## config.mk

```make
export PLATFORM = sky130hd
export DESIGN_NAME = tpio_top
export DESIGN_NICKNAME = d
export VERILOG_FILES = /design/src/logic/tpio_sync_unused_marker.sv /design/src/include/tpio_pkg.sv /design/src/logic/tpio_sync.sv /design/src/logic/tpio_top.sv
export SDC_FILE = /design/constraint.sdc
export NUM_CORES = 1
export LEC_CHECK = 0
export BUFFER_PORTS_ARGS = -buffer_cell sky130_fd_sc_hd__buf_4
export CORE_MARGIN = 1.5
export CORE_UTILIZATION = 39
export CTS_CLUSTER_DIAMETER = 60
export DETAILED_ROUTE_END_ITERATION = 8
export GPL_ROUTABILITY_DRIVEN = 0
export PLACE_DENSITY = 0.75
export SLEW_MARGIN = 15
export SYNTH_ARGS = -nofsm -noshare
export SYNTH_HDL_FRONTEND = slang
export SYNTH_SLANG_ARGS = --single-unit
```

## constraint.sdc

```tcl
create_clock -name i_clk_sys -period 4.65 [get_ports i_clk_sys]
set_input_delay 0.93 -clock i_clk_sys [delete_from_list [all_inputs] [get_ports i_clk_sys]]
set_output_delay 0.93 -clock i_clk_sys [all_outputs]
set_load 0.01 [all_outputs]
```

## src/logic/tpio_sync_unused_marker.sv

```systemverilog
// Holds no logic; the pin synchroniser is kept in tpio_sync.sv

```

## src/include/tpio_pkg.sv

```systemverilog
// Shared constants for the three-port parallel I/O block
package tpio_pkg;

  // Port widths
  localparam int TPIO_A_WIDTH = 8;
  localparam int TPIO_B_WIDTH = 8;
  localparam int TPIO_C_WIDTH = 4;
  localparam int TPIO_REG_WIDTH = 8;

  // Register indexes; byte address is four times the index
  localparam logic [7:0] TPIO_IDX_DATA_A = 8'h00;
  localparam logic [7:0] TPIO_IDX_DATA_B = 8'h01;
  localparam logic [7:0] TPIO_IDX_DATA_C = 8'h02;
  localparam logic [7:0] TPIO_IDX_DIR_A  = 8'h04;
  localparam logic [7:0] TPIO_IDX_DIR_B  = 8'h05;
  localparam logic [7:0] TPIO_IDX_DIR_C  = 8'h06;

  // Address decode
  localparam int TPIO_ADDR_WIDTH = 32;
  localparam int TPIO_IDX_LSB    = 2;
  localparam int TPIO_IDX_WIDTH  = 8;

  // Read value of unused data bits of the narrow port
  localparam logic [7:0] TPIO_C_UNUSED_ONES = 8'hf0;

  // Reset values
  localparam logic [7:0]  TPIO_DIR_RESET  = 8'h00;
  localparam logic [31:0] TPIO_WORD_ZERO  = 32'h0000_0000;

  // AHB-Lite encodings
  localparam logic [1:0] TPIO_HTRANS_NONSEQ = 2'h2;
  localparam logic [2:0] TPIO_HSIZE_WORD    = 3'h2;
  localparam logic       TPIO_HRESP_OKAY    = 1'h0;

  // Output styles, chosen per whole port at build time
  typedef enum logic [1:0] {
    TPIO_STYLE_STANDARD,
    TPIO_STYLE_PULLUP,
    TPIO_STYLE_OPEN_DRAIN
  } tpio_style_type;

endpackage : tpio_pkg

```

## src/logic/tpio_sync.sv

```systemverilog
// Two-flop synchroniser for a bus of pin levels
`timescale 1ns/1ps
module tpio_sync #(
  parameter int WIDTH = 8
) (
  // Clock and reset
  input  wire logic             i_clk_sys,
  input  wire logic             i_reset_n,
  // Asynchronous pin levels
  input  wire logic [WIDTH-1:0] i_async,
  // Levels on the system clock
  output logic      [WIDTH-1:0] o_sync
);

  typedef struct packed {
    logic [WIDTH-1:0] stage1;
    logic [WIDTH-1:0] stage2;
  } tpio_sync_state_type;

  tpio_sync_state_type state_reg;
  tpio_sync_state_type state_next;

  initial begin
    if (WIDTH < 1) begin
      $error("tpio_sync: WIDTH must be at least one");
    end
  end

  always_comb begin
    state_next        = state_reg;
    state_next.stage1 = i_async;
    // First stage feeds only the second
    state_next.stage2 = state_reg.stage1;
    if (!i_reset_n) begin
      state_next.stage1 = '0;
      state_next.stage2 = '0;
    end
  end

  always_ff @(posedge i_clk_sys) begin
    state_reg <= state_next;
  end

  assign o_sync = state_reg.stage2;

endmodule : tpio_sync

```

## src/logic/tpio_top.sv

```systemverilog
// Three-port parallel I/O block with an AHB-Lite register slave
`timescale 1ns/1ps
module tpio_top
  import tpio_pkg::*;
#(
  parameter int             A_WIDTH = TPIO_A_WIDTH,
  parameter int             B_WIDTH = TPIO_B_WIDTH,
  parameter int             C_WIDTH = TPIO_C_WIDTH,
  parameter tpio_style_type A_STYLE = TPIO_STYLE_STANDARD,
  parameter tpio_style_type B_STYLE = TPIO_STYLE_STANDARD,
  parameter tpio_style_type C_STYLE = TPIO_STYLE_STANDARD
) (
  // Clock and reset
  input  wire logic                       i_clk_sys,
  input  wire logic                       i_reset_n,
  // AHB-Lite slave
  input  wire logic                       i_hsel,
  input  wire logic [TPIO_ADDR_WIDTH-1:0] i_haddr,
  input  wire logic [1:0]                 i_htrans,
  input  wire logic                       i_hwrite,
  input  wire logic [2:0]                 i_hsize,
  input  wire logic [31:0]                i_hwdata,
  input  wire logic                       i_hready,
  output logic                            o_hreadyout,
  output logic                            o_hresp,
  output logic      [31:0]                o_hrdata,
  // First port pins
  input  wire logic [A_WIDTH-1:0]         i_first_port_lines_in,
  output logic      [A_WIDTH-1:0]         o_first_port_lines_out,
  output logic      [A_WIDTH-1:0]         o_first_port_lines_oe,
  // Second port pins
  input  wire logic [B_WIDTH-1:0]         i_second_port_lines_in,
  output logic      [B_WIDTH-1:0]         o_second_port_lines_out,
  output logic      [B_WIDTH-1:0]         o_second_port_lines_oe,
  // Narrow port pins
  input  wire logic [C_WIDTH-1:0]         i_narrow_port_lines_in,
  output logic      [C_WIDTH-1:0]         o_narrow_port_lines_out,
  output logic      [C_WIDTH-1:0]         o_narrow_port_lines_oe
);

  // Whole block state; the data latches carry no reset value
  typedef struct packed {
    logic [A_WIDTH-1:0]        latch_a;
    logic [B_WIDTH-1:0]        latch_b;
    logic [C_WIDTH-1:0]        latch_c;
    logic [A_WIDTH-1:0]        dir_a;
    logic [B_WIDTH-1:0]        dir_b;
    logic [C_WIDTH-1:0]        dir_c;
    logic                      wr_pend;
    logic [TPIO_IDX_WIDTH-1:0] wr_idx;
    logic                      hreadyout;
    logic                      hresp;
    logic [31:0]               hrdata;
    logic [A_WIDTH-1:0]        out_a;
    logic [A_WIDTH-1:0]        oe_a;
    logic [B_WIDTH-1:0]        out_b;
    logic [B_WIDTH-1:0]        oe_b;
    logic [C_WIDTH-1:0]        out_c;
    logic [C_WIDTH-1:0]        oe_c;
  } tpio_state_type;

  tpio_state_type state_reg;
  tpio_state_type state_next;

  // Synchronised pin levels
  logic [A_WIDTH-1:0] pin_a;
  logic [B_WIDTH-1:0] pin_b;
  logic [C_WIDTH-1:0] pin_c;

  initial begin
    if (A_WIDTH < 1 || A_WIDTH > TPIO_REG_WIDTH) begin
      $error("tpio_top: first port width must lie between one and eight");
    end
    if (B_WIDTH < 1 || B_WIDTH > TPIO_REG_WIDTH) begin
      $error("tpio_top: second port width must lie between one and eight");
    end
    // The read-as-ones mask of the narrow port assumes four stored lines
    if (C_WIDTH != TPIO_C_WIDTH) begin
      $error("tpio_top: narrow port width must stay four");
    end
    if (TPIO_IDX_LSB + TPIO_IDX_WIDTH > TPIO_ADDR_WIDTH) begin
      $error("tpio_top: register index field lies outside the address");
    end
    if (A_STYLE > TPIO_STYLE_OPEN_DRAIN || B_STYLE > TPIO_STYLE_OPEN_DRAIN ||
        C_STYLE > TPIO_STYLE_OPEN_DRAIN) begin
      $error("tpio_top: unknown output style");
    end
  end

  // Register selected by a word index; one decode serves writes and reads
  typedef enum logic [2:0] {
    TPIO_SEL_NONE,
    TPIO_SEL_DATA_A,
    TPIO_SEL_DATA_B,
    TPIO_SEL_DATA_C,
    TPIO_SEL_DIR_A,
    TPIO_SEL_DIR_B,
    TPIO_SEL_DIR_C
  } tpio_sel_type;

  function automatic tpio_sel_type reg_select(input logic [TPIO_IDX_WIDTH-1:0] idx);
    unique case (idx)
      TPIO_IDX_DATA_A: reg_select = TPIO_SEL_DATA_A;
      TPIO_IDX_DATA_B: reg_select = TPIO_SEL_DATA_B;
      TPIO_IDX_DATA_C: reg_select = TPIO_SEL_DATA_C;
      TPIO_IDX_DIR_A:  reg_select = TPIO_SEL_DIR_A;
      TPIO_IDX_DIR_B:  reg_select = TPIO_SEL_DIR_B;
      TPIO_IDX_DIR_C:  reg_select = TPIO_SEL_DIR_C;
      default:         reg_select = TPIO_SEL_NONE;
    endcase
  endfunction : reg_select

  // Read source per bit: pin for inputs, latch for outputs
  function automatic logic [7:0] read_mix(input logic [7:0] dir,
                                          input logic [7:0] latch,
                                          input logic [7:0] pin);
    read_mix = (dir & latch) | (~dir & pin);
  endfunction : read_mix

  // Pin value per output style; open drain only pulls low
  function automatic logic [7:0] drive_out(input tpio_style_type style,
                                           input logic [7:0] dir,
                                           input logic [7:0] latch);
    if (style == TPIO_STYLE_OPEN_DRAIN) begin
      drive_out = 8'h00;
    end else begin
      drive_out = dir & latch;
    end
  endfunction : drive_out

  // Pin enable per output style; open drain enables only its low bits
  function automatic logic [7:0] drive_oe(input tpio_style_type style,
                                          input logic [7:0] dir,
                                          input logic [7:0] latch);
    if (style == TPIO_STYLE_OPEN_DRAIN) begin
      drive_oe = dir & ~latch;
    end else begin
      drive_oe = dir;
    end
  endfunction : drive_oe

  // Pin levels are synchronised before any read
  tpio_sync #(.WIDTH(A_WIDTH)) u_sync_a (
    .i_clk_sys (i_clk_sys),
    .i_reset_n (i_reset_n),
    .i_async   (i_first_port_lines_in),
    .o_sync    (pin_a)
  );

  tpio_sync #(.WIDTH(B_WIDTH)) u_sync_b (
    .i_clk_sys (i_clk_sys),
    .i_reset_n (i_reset_n),
    .i_async   (i_second_port_lines_in),
    .o_sync    (pin_b)
  );

  tpio_sync #(.WIDTH(C_WIDTH)) u_sync_c (
    .i_clk_sys (i_clk_sys),
    .i_reset_n (i_reset_n),
    .i_async   (i_narrow_port_lines_in),
    .o_sync    (pin_c)
  );

  always_comb begin
    logic                      addr_valid;
    logic [TPIO_IDX_WIDTH-1:0] addr_idx;
    tpio_sel_type              wr_sel;
    tpio_sel_type              rd_sel;
    logic [7:0]                wbyte;
    logic [7:0]                rbyte;
    logic [7:0]                la;
    logic [7:0]                lb;
    logic [7:0]                lc;
    logic [7:0]                da;
    logic [7:0]                db;
    logic [7:0]                dc;
    logic [7:0]                pa;
    logic [7:0]                pb;
    logic [7:0]                pc;
    addr_valid = 1'b0;
    addr_idx   = '0;
    wr_sel     = TPIO_SEL_NONE;
    rd_sel     = TPIO_SEL_NONE;
    wbyte      = '0;
    rbyte      = '0;
    la         = '0;
    lb         = '0;
    lc         = '0;
    da         = '0;
    db         = '0;
    dc         = '0;
    pa         = '0;
    pb         = '0;
    pc         = '0;
    state_next = state_reg;

    // Data phase of a write taken last cycle
    wbyte  = i_hwdata[TPIO_REG_WIDTH-1:0];
    wr_sel = reg_select(state_reg.wr_idx);
    if (state_reg.wr_pend) begin
      unique case (wr_sel)
        TPIO_SEL_DATA_A: state_next.latch_a = wbyte[A_WIDTH-1:0];
        TPIO_SEL_DATA_B: state_next.latch_b = wbyte[B_WIDTH-1:0];
        TPIO_SEL_DATA_C: state_next.latch_c = wbyte[C_WIDTH-1:0];
        TPIO_SEL_DIR_A:  state_next.dir_a   = wbyte[A_WIDTH-1:0];
        TPIO_SEL_DIR_B:  state_next.dir_b   = wbyte[B_WIDTH-1:0];
        TPIO_SEL_DIR_C:  state_next.dir_c   = wbyte[C_WIDTH-1:0];
        TPIO_SEL_NONE:   ;
      endcase
    end

    // Address phase; reads see a write completing in the same cycle
    addr_valid = i_hsel && i_hready && (i_htrans == TPIO_HTRANS_NONSEQ);
    addr_idx   = i_haddr[TPIO_IDX_LSB +: TPIO_IDX_WIDTH];
    state_next.wr_pend = addr_valid && i_hwrite;
    state_next.wr_idx  = addr_idx;

    la = 8'(state_next.latch_a);
    lb = 8'(state_next.latch_b);
    lc = 8'(state_next.latch_c);
    da = 8'(state_next.dir_a);
    db = 8'(state_next.dir_b);
    dc = 8'(state_next.dir_c);
    pa = 8'(pin_a);
    pb = 8'(pin_b);
    pc = 8'(pin_c);

    // Read data of the address phase taken at this edge
    rd_sel = reg_select(addr_idx);
    unique case (rd_sel)
      TPIO_SEL_DATA_A: rbyte = read_mix(da, la, pa);
      TPIO_SEL_DATA_B: rbyte = read_mix(db, lb, pb);
      TPIO_SEL_DATA_C: rbyte = read_mix(dc, lc, pc) | TPIO_C_UNUSED_ONES;
      TPIO_SEL_DIR_A:  rbyte = da;
      TPIO_SEL_DIR_B:  rbyte = db;
      TPIO_SEL_DIR_C:  rbyte = dc;
      TPIO_SEL_NONE:   rbyte = 8'h00;
    endcase
    if (addr_valid && !i_hwrite) begin
      state_next.hrdata = {24'h000000, rbyte};
    end
    // Every transfer completes with no wait state and an OKAY response
    state_next.hreadyout = 1'b1;
    state_next.hresp     = TPIO_HRESP_OKAY;

    // Registered pin drive from the updated latch and direction
    state_next.out_a = A_WIDTH'(drive_out(A_STYLE, da, la));
    state_next.oe_a  = A_WIDTH'(drive_oe(A_STYLE, da, la));
    state_next.out_b = B_WIDTH'(drive_out(B_STYLE, db, lb));
    state_next.oe_b  = B_WIDTH'(drive_oe(B_STYLE, db, lb));
    state_next.out_c = C_WIDTH'(drive_out(C_STYLE, dc, lc));
    state_next.oe_c  = C_WIDTH'(drive_oe(C_STYLE, dc, lc));

    if (!i_reset_n) begin
      // Latches keep whatever they hold
      state_next.dir_a     = A_WIDTH'(TPIO_DIR_RESET);
      state_next.dir_b     = B_WIDTH'(TPIO_DIR_RESET);
      state_next.dir_c     = C_WIDTH'(TPIO_DIR_RESET);
      state_next.wr_pend   = 1'b0;
      state_next.wr_idx    = '0;
      state_next.hreadyout = 1'b1;
      state_next.hrdata    = TPIO_WORD_ZERO;
      state_next.hresp     = TPIO_HRESP_OKAY;
      state_next.out_a     = '0;
      state_next.oe_a      = '0;
      state_next.out_b     = '0;
      state_next.oe_b      = '0;
      state_next.out_c     = '0;
      state_next.oe_c      = '0;
    end
  end

  // One register stage holds all state
  always_ff @(posedge i_clk_sys) begin
    state_reg <= state_next;
  end

  assign o_hreadyout             = state_reg.hreadyout;
  assign o_hresp                 = state_reg.hresp;
  assign o_hrdata                = state_reg.hrdata;
  assign o_first_port_lines_out  = state_reg.out_a;
  assign o_first_port_lines_oe   = state_reg.oe_a;
  assign o_second_port_lines_out = state_reg.out_b;
  assign o_second_port_lines_oe  = state_reg.oe_b;
  assign o_narrow_port_lines_out = state_reg.out_c;
  assign o_narrow_port_lines_oe  = state_reg.oe_c;

endmodule : tpio_top

```

==> results.toml, run 1 <==
[outcome]
status = "complete, no violations"

[sta]
maxSlewHeadroom_pct = 19.94
fin_crit_ps = 3098
min_period_over_period_pct = 66.63
final-setup-viol-count = 0
finalMaxSlewViolations = 0
max_freq_mhz = 322.8
tns_ps = 0
finalClockSkew_ps = 14.20
rsz0062_at_grt = "no"
report.final.hold_viol_count = 0
worst_slew_pin_slew_ps = 1184

[placed_design]
hpwlAfterDp_um = 9529
placed_area_um2 = 5717
port_buffers = 90

[synth]
ys_ff_latch = 117
seq_area_frac_synth_pct = 43.61
syn_area_per_cell_um2 = 9.229
syn_inst = 582
synth_async_sr_flop_share_pct = 0
yosysMostFrequentCell = "dfxtp_1"
synth_ff_type = "dfxtp_1"
synth_top_area_share_pct = 43.61
synthesis.area_um2 = 5371
ys_types = 64
ys_warn_count = 0
synthTopCellsByArea = "dfxtp_1 (44%), buf_4 (10%), and2_1 (7.9%)"
synth_edf_count = 0
synthTopCellsByCount = "dfxtp_1 (117), buf_4 (75), and2_1 (68)"
yosysTopAreaCell = "dfxtp_1"

[cts]
cts_setup_buffers = 0
clk_path_buf_depth = 2
cts_resized = 0
cts_tree = "yes"
clock_latency_ps = 420
cts_buffers = 17
clkTransAtPathRegs_ps = 60
cts_hold_buf = 0
clockRootBuffer = "clkbuf_16"
cts_sinks = 117
ctsHtreeMaxLevel = 4

[detailed_routing]
drt-total-wl_um = 14030
vias = 4368
first_pass_iters = 5
ant_nets = 0
avgRoutedWirePerCell_um = 17.35
drc = 0
first_iter_violations = 403
vias_per_cell = 5.399

[die]
coreArea_um2 = 13350
core.rowCount = 42
die_h_um = 120.4
die_x_um = 120.4
ios = 168
die_area_um2 = 14490
initial_core_util_pct = 40.24

[setup_path]
r2r_end = "o_first_port_lines_out[7]"
cp_data_arrival_time_ps = 3410
crit_path_start_kind = "flip-flop"
regToRegSetupSlack_ps = 1550
path_buf_inv = 0
r2r-start = "state_reg[81]"
crit_required_ps = 4960
crit_family = "simple AND/OR/NAND/NOR gates"
worstSetupEndpointType = "flip-flop"
criticalPathCategory = "reg2reg"
reg2regPathDepth = 5
worstPathMaxFanout = 11
worstPathCellList = "nor4b_4 -> nand2_1 -> nor2_1 -> mux2_2 -> and2_1"
slowest_delay_ps = 960
timing.critical_path.slowest_stage_cell = "nor2_1"

[power]
vdd_drop_max_mv = 0.2390
power_density_nw_per_um2 = 407.8
leakagePower_nw = 2.694
power.total_mw = 2.592

[global_routing]
grt_max_degree = 81
grt-ovfl-total = 0
track_usage_pct = 20.22
grt_pass1_vias = 4353
grt_pass1_wl_um = 22350
grt_antenna_before_repair = 0

[final_layout]
design_area_um2 = 6357
fillCellCount = 1237
antenna_cells = 0
areaGrowthSynthToFinish_pct = 18.36
fin_nets = 714
largest_reg_flops = 29
drive_gt1_share_pct = 25.43

[worst_hold_path]
hp-start = "u_sync_a.state_reg[10]"
holdCritPathClass = "reg2reg"
whs_endpoint = "u_sync_a.o_sync[2]"
whs_path_depth = 1

[flow_run]
maxCapViolCount = 0
how the worst max path moves through the flow:
stage | start | depth (start not counted) | slack (ps) | end
finish | state_reg[81] | 5 | 1550 | o_first_port_lines_out[7]
global route | state_reg[76] | 6 | 1420 | o_hrdata[2]
CTS | state_reg[81] | 5 | 1670 | o_first_port_lines_out[6]
detailed placement | i_haddr[7] | 8 | 1510 | o_hrdata[6]
global placement | i_haddr[7] | 8 | 1530 | o_hrdata[6]
floorplan | i_haddr[7] | 6 | 1970 | o_hrdata[2]
kinds of logic (layout without fill, tap and decap cells):
| logic type | count (synthesis) | after routing | share of synthesized area, % |
|---|---|---|---|
| AND/OR/NAND/NOR | 211 | 211 | 22.83 |
| flip-flops | 117 | 117 | 43.61 |
| buffers and inverters | 111 | 138 | 13.18 |
| AO/OA/AOI/OAI | 108 | 108 | 13.56 |
| multiplexers | 33 | 33 | 6.685 |
| other | 2 | 26 | 0.1398 |
cell usage in the layout, fill, tap and decap left out, types with 4 or more instances in the layout:
cell,count
nor2b_1,11
clkbuf_16,17
inv_1,14
buf_4,92
o21a_1,4
o22ai_1,6
mux2i_1,13
conb_1,26
a21oi_1,14
a31oi_1,11
mux2_2,19
nand3_1,7
and2_1,68
nor4_1,4
nand2_1,34
nand2b_1,5
o21ai_0,32
o221ai_1,11
bufinv_16,4
nor2_1,33
nor3_1,12
a211oi_1,5
and3_1,8
inv_6,8
dfxtp_1,117
power breakdown:
part / leakage (nW) / internal (mW) / total [mW] / switching (mW)
logic: 1.43 / 0.0508 / 0.115 / 0.0647
registers: 0.955 / 1.03 / 1.05 / 0.0182
clock network: 0.311 / 0.911 / 1.43 / 0.517
cell type report:
class	instances	area, µm²	share of cell area, %
Multi-Input combinational cell	378	2411	37.93
Clock buffer	17	425.4	6.692
Sequential cell	117	2342	36.84
Tap cell	176	220.2	3.464
Clock inverter	15	215.2	3.385
Timing Repair Buffer	92	690.7	10.86
Inverter	14	52.55	0.8266
through the flow:
| step | util [%] | worst slack, ps | cells | hold slack, ps |
|---|---|---|---|---|
| detailed placement | 42.83 | 1506 | 777 | 418.4 |
| floorplan | - | 1967 | 606 | 411.9 |
| CTS | 47.63 | 1670 | 809 | 432.8 |
| finish | 47.63 | 1552 | 809 | 431.3 |
| global route | 47.63 | 1424 | 809 | 440.9 |
| global placement | 42.83 | 1532 | 777 | 417.3 |
routing by layer:
layer / wire length [µm] / share of wire [%] / track usage [%] / vias up
met5: 0 / 0 / 0 / -
met4: 503 / 3.6 / 11.40 / 0
met3: 1430 / 10 / 6.132 / 49
met2: 6486 / 46 / 31.75 / 276
met1: 5614 / 40 / 24.66 / 2042
li1: - / - / - / 2001
Note: power is estimated with default switching activity, not from simulation.
==> run 2: changes to the inputs <==
--- a/config.mk
+++ b/config.mk
@@ -5,13 +5,14 @@
 export SDC_FILE = /design/constraint.sdc
 export NUM_CORES = 1
 export LEC_CHECK = 0
+export ABC_AREA = 1
 export BUFFER_PORTS_ARGS = -buffer_cell sky130_fd_sc_hd__buf_4
 export CORE_MARGIN = 1.5
 export CORE_UTILIZATION = 39
 export CTS_CLUSTER_DIAMETER = 60
 export DETAILED_ROUTE_END_ITERATION = 8
 export GPL_ROUTABILITY_DRIVEN = 0
-export PLACE_DENSITY = 0.75
+export PLACE_DENSITY = 0.76
 export SLEW_MARGIN = 15
 export SYNTH_ARGS = -nofsm -noshare
 export SYNTH_HDL_FRONTEND = slang
==> constraint.sdc (replaced) <==
create_clock -name i_clk_sys -period 2.5 [get_ports i_clk_sys]
set_input_delay 0.5 -clock i_clk_sys [delete_from_list [all_inputs] [get_ports i_clk_sys]]
set_output_delay 0.5 -clock i_clk_sys [all_outputs]
set_load 0.01 [all_outputs]
==> run 2 against run 1 <==
Against the previous run:
- die area is 7.3% higher
- area after synthesis grew 7.5%
- maximum frequency is 46% higher
- synthesized cell count up 51%
- cell area increased by 6.6%
- core utilization is 0.83 points lower
- via count rose by 16%
==> results.toml, run 2 <==
[outcome]
status = "complete, no violations"

[final_layout]
largest_reg_flops = 29
final_cell_mix = "nand2_1 (327), inv_1 (130), dfxtp_1 (117), buf_4 (99), nor2_1 (70)"
drive_gt1_share_pct = 16.03
areaGrowthSynthToFinish_pct = 17.36
multi_input_area_um2 = 2367
fin_nets = 1017
final_common_cell = "nand2_1"
antenna_cells = 0
final-seq-area_um2 = 2342
fillCellCount = 1416

[synth]
yosysTopAreaCell = "dfxtp_1"
seq_area_frac_synth_pct = 40.56
yosysMostFrequentCell = "nand2_1"
synth_edf_count = 0
synthTopCellsByCount = "nand2_1 (327), inv_1 (130), dfxtp_1 (117)"
ys_ff_latch = 117
ys_types = 25
syn_inst = 878
ys_warn_count = 0
syn_area_per_cell_um2 = 6.577
synth_top_area_share_pct = 40.56
synth_ff_type = "dfxtp_1"
synthesis.area_um2 = 5774
synthTopCellsByArea = "dfxtp_1 (41%), nand2_1 (21%), buf_4 (10%)"
synth_async_sr_flop_share_pct = 0

[worst_hold_path]
holdCritPathClass = "in2reg"

[cts]
cts_tree = "yes"
ctsHtreeMaxLevel = 4
cts_buffers = 17
clk_path_buf_depth = 2
cts_sinks = 117
clock_latency_ps = 420
cts_resized = 0
clkTransAtPathRegs_ps = 50
cts_hold_buf = 0
clockRootBuffer = "clkbuf_16"
cts_setup_buffers = 0

[detailed_routing]
vias = 5074
ant_nets = 0
first_pass_iters = 5
first_iter_violations = 456
vias_per_cell = 4.530
drt-total-wl_um = 13580
avgRoutedWirePerCell_um = 12.12
drc = 0

[sta]
rsz0062_at_grt = "no"
worst_slew_pin_slew_ps = 568.0
report.final.hold_viol_count = 0
final-setup-viol-count = 0
max_freq_mhz = 470.2
min_period_over_period_pct = 85.07
maxSlewHeadroom_pct = 62.13
finalClockSkew_ps = 10.52
fin_ws_ps = 373.3
finalMaxSlewViolations = 0
tns_ps = 0
fin_crit_ps = 2127

[setup_path]
crit_required_ps = 2800
timing.critical_path.slowest_stage_cell = "nor2_1"
worstPathCellList = "inv_1 -> nor2_1 -> nand2_1 -> nor2_1 -> buf_4 -> nand2_1 -> o21ai_0 -> nand2_1 -> nand2_1 -> nand2_1 -> nand3_1 -> nand2_1 -> nand2_1 -> a21oi_2"
worstSetupEndpointType = "flip-flop"
crit_family = "simple AND/OR/NAND/NOR gates"
worstPathMaxFanout = 7
cp_data_arrival_time_ps = 2430
slowest_delay_ps = 440
path_buf_inv = 2
cp_common_cell = "nand2_1"
crit_path_start_kind = "flip-flop"
criticalPathCategory = "reg2reg"

[die]
die_area_um2 = 15550
coreArea_um2 = 14480
initial_core_util_pct = 39.88
die_x_um = 124.7
die_h_um = 124.7
core.rowCount = 44
ios = 168

[global_routing]
track_usage_pct = 17.86
grt_pass1_wl_um = 21910
grt_max_degree = 56
grt_pass1_vias = 4631
grt-ovfl-total = 0
grt_antenna_before_repair = 0

[power]
vdd_drop_max_mv = 0.4283
leakagePower_nw = 3.770
power_density_nw_per_um2 = 708.0

[flow_run]
maxCapViolCount = 0

[placed_design]
pre_cts_slack_ps = 305.9
port_buffers = 90
hpwlAfterDp_um = 10060
## run 2: cell count changes after synthesis, sizes merged, moves of 13 or more
cell / previous run / this run
nand2: 34 / 330
inv: 14 / 131
and2: 69 / 0
nand3: 8 / 52
nor2: 35 / 78
mux2: 20 / 0
mux2i: 13 / 0
## run 2: final timing paths
kind / from / end / slack (ps) / cells past startpoint
worst max-delay path: state_reg[74] / o_hrdata[5] / 370 / 14
worst min-delay path: i_first_port_lines_in[6] / u_sync_a.state_reg[14] / 260 / 3
worst max register to register: state_reg[74] / o_hrdata[5] / 370 / 14
worst min register to register: u_sync_b.state_reg[10] / u_sync_b.o_sync[2] / 400 / 2
## run 2: routing by layer
layer / vias up / global-route usage [%] / part of all wire, %
met2: 203 / 27.96 / 44
li1: 2632 / - / -
met4: 0 / 8.790 / 2.9
met1: 2207 / 21.78 / 44
met5: - / 0 / 0
met3: 32 / 6.271 / 8.7
## run 2: layout make-up
type	instances	share of cell area [%]
clock buffer	25	7.164
multi-input combinational	556	34.93
sequential	117	34.56
tap	184	3.397
timing repair buffer	100	11.26
clock inverter	7	1.422
inverter	131	7.256
## run 2: logic make-up (layout without fill, tap and decap cells)
| group | after synthesis | count (layout) | synth area share, % |
|---|---|---|---|
| flip-flops | 117 | 117 | 40.56 |
| AND/OR/NAND/NOR | 491 | 491 | 35.47 |
| AO/OA/AOI/OAI | 39 | 39 | 3.835 |
| buffers and inverters | 229 | 263 | 20.00 |
| other | 2 | 26 | 0.1301 |
## run 2: per-stage QoR
step	util [%]	cells	hold slack, ps	total power, mW	area, µm²
floorplan	-	902	390.5	2.371	5864
global placement	42.78	1088	397.7	2.460	6195
detailed placement	42.78	1088	397.1	2.475	6195
CTS	46.80	1120	243.6	4.838	6777
global route	46.80	1120	254.1	5.008	6777
finish	46.80	1120	256.8	4.798	6777
## run 2: worst reg2reg max path, cell delays in order (launching register included)
cell	delay, ps
dfxtp_1	360
inv_1	100
nor2_1	150
nand2_1	90
nor2_1	440
buf_4	240
nand2_1	50
o21ai_0	70
nand2_1	70
nand2_1	110
nand2_1	60
nand3_1	80
nand2_1	70
nand2_1	90
a21oi_2	50
## run 2: power breakdown
group | switching (mW) | internal (mW)
registers | 0.0341 | 1.97
logic | 0.276 | 0.158
clock network | 0.815 | 1.54
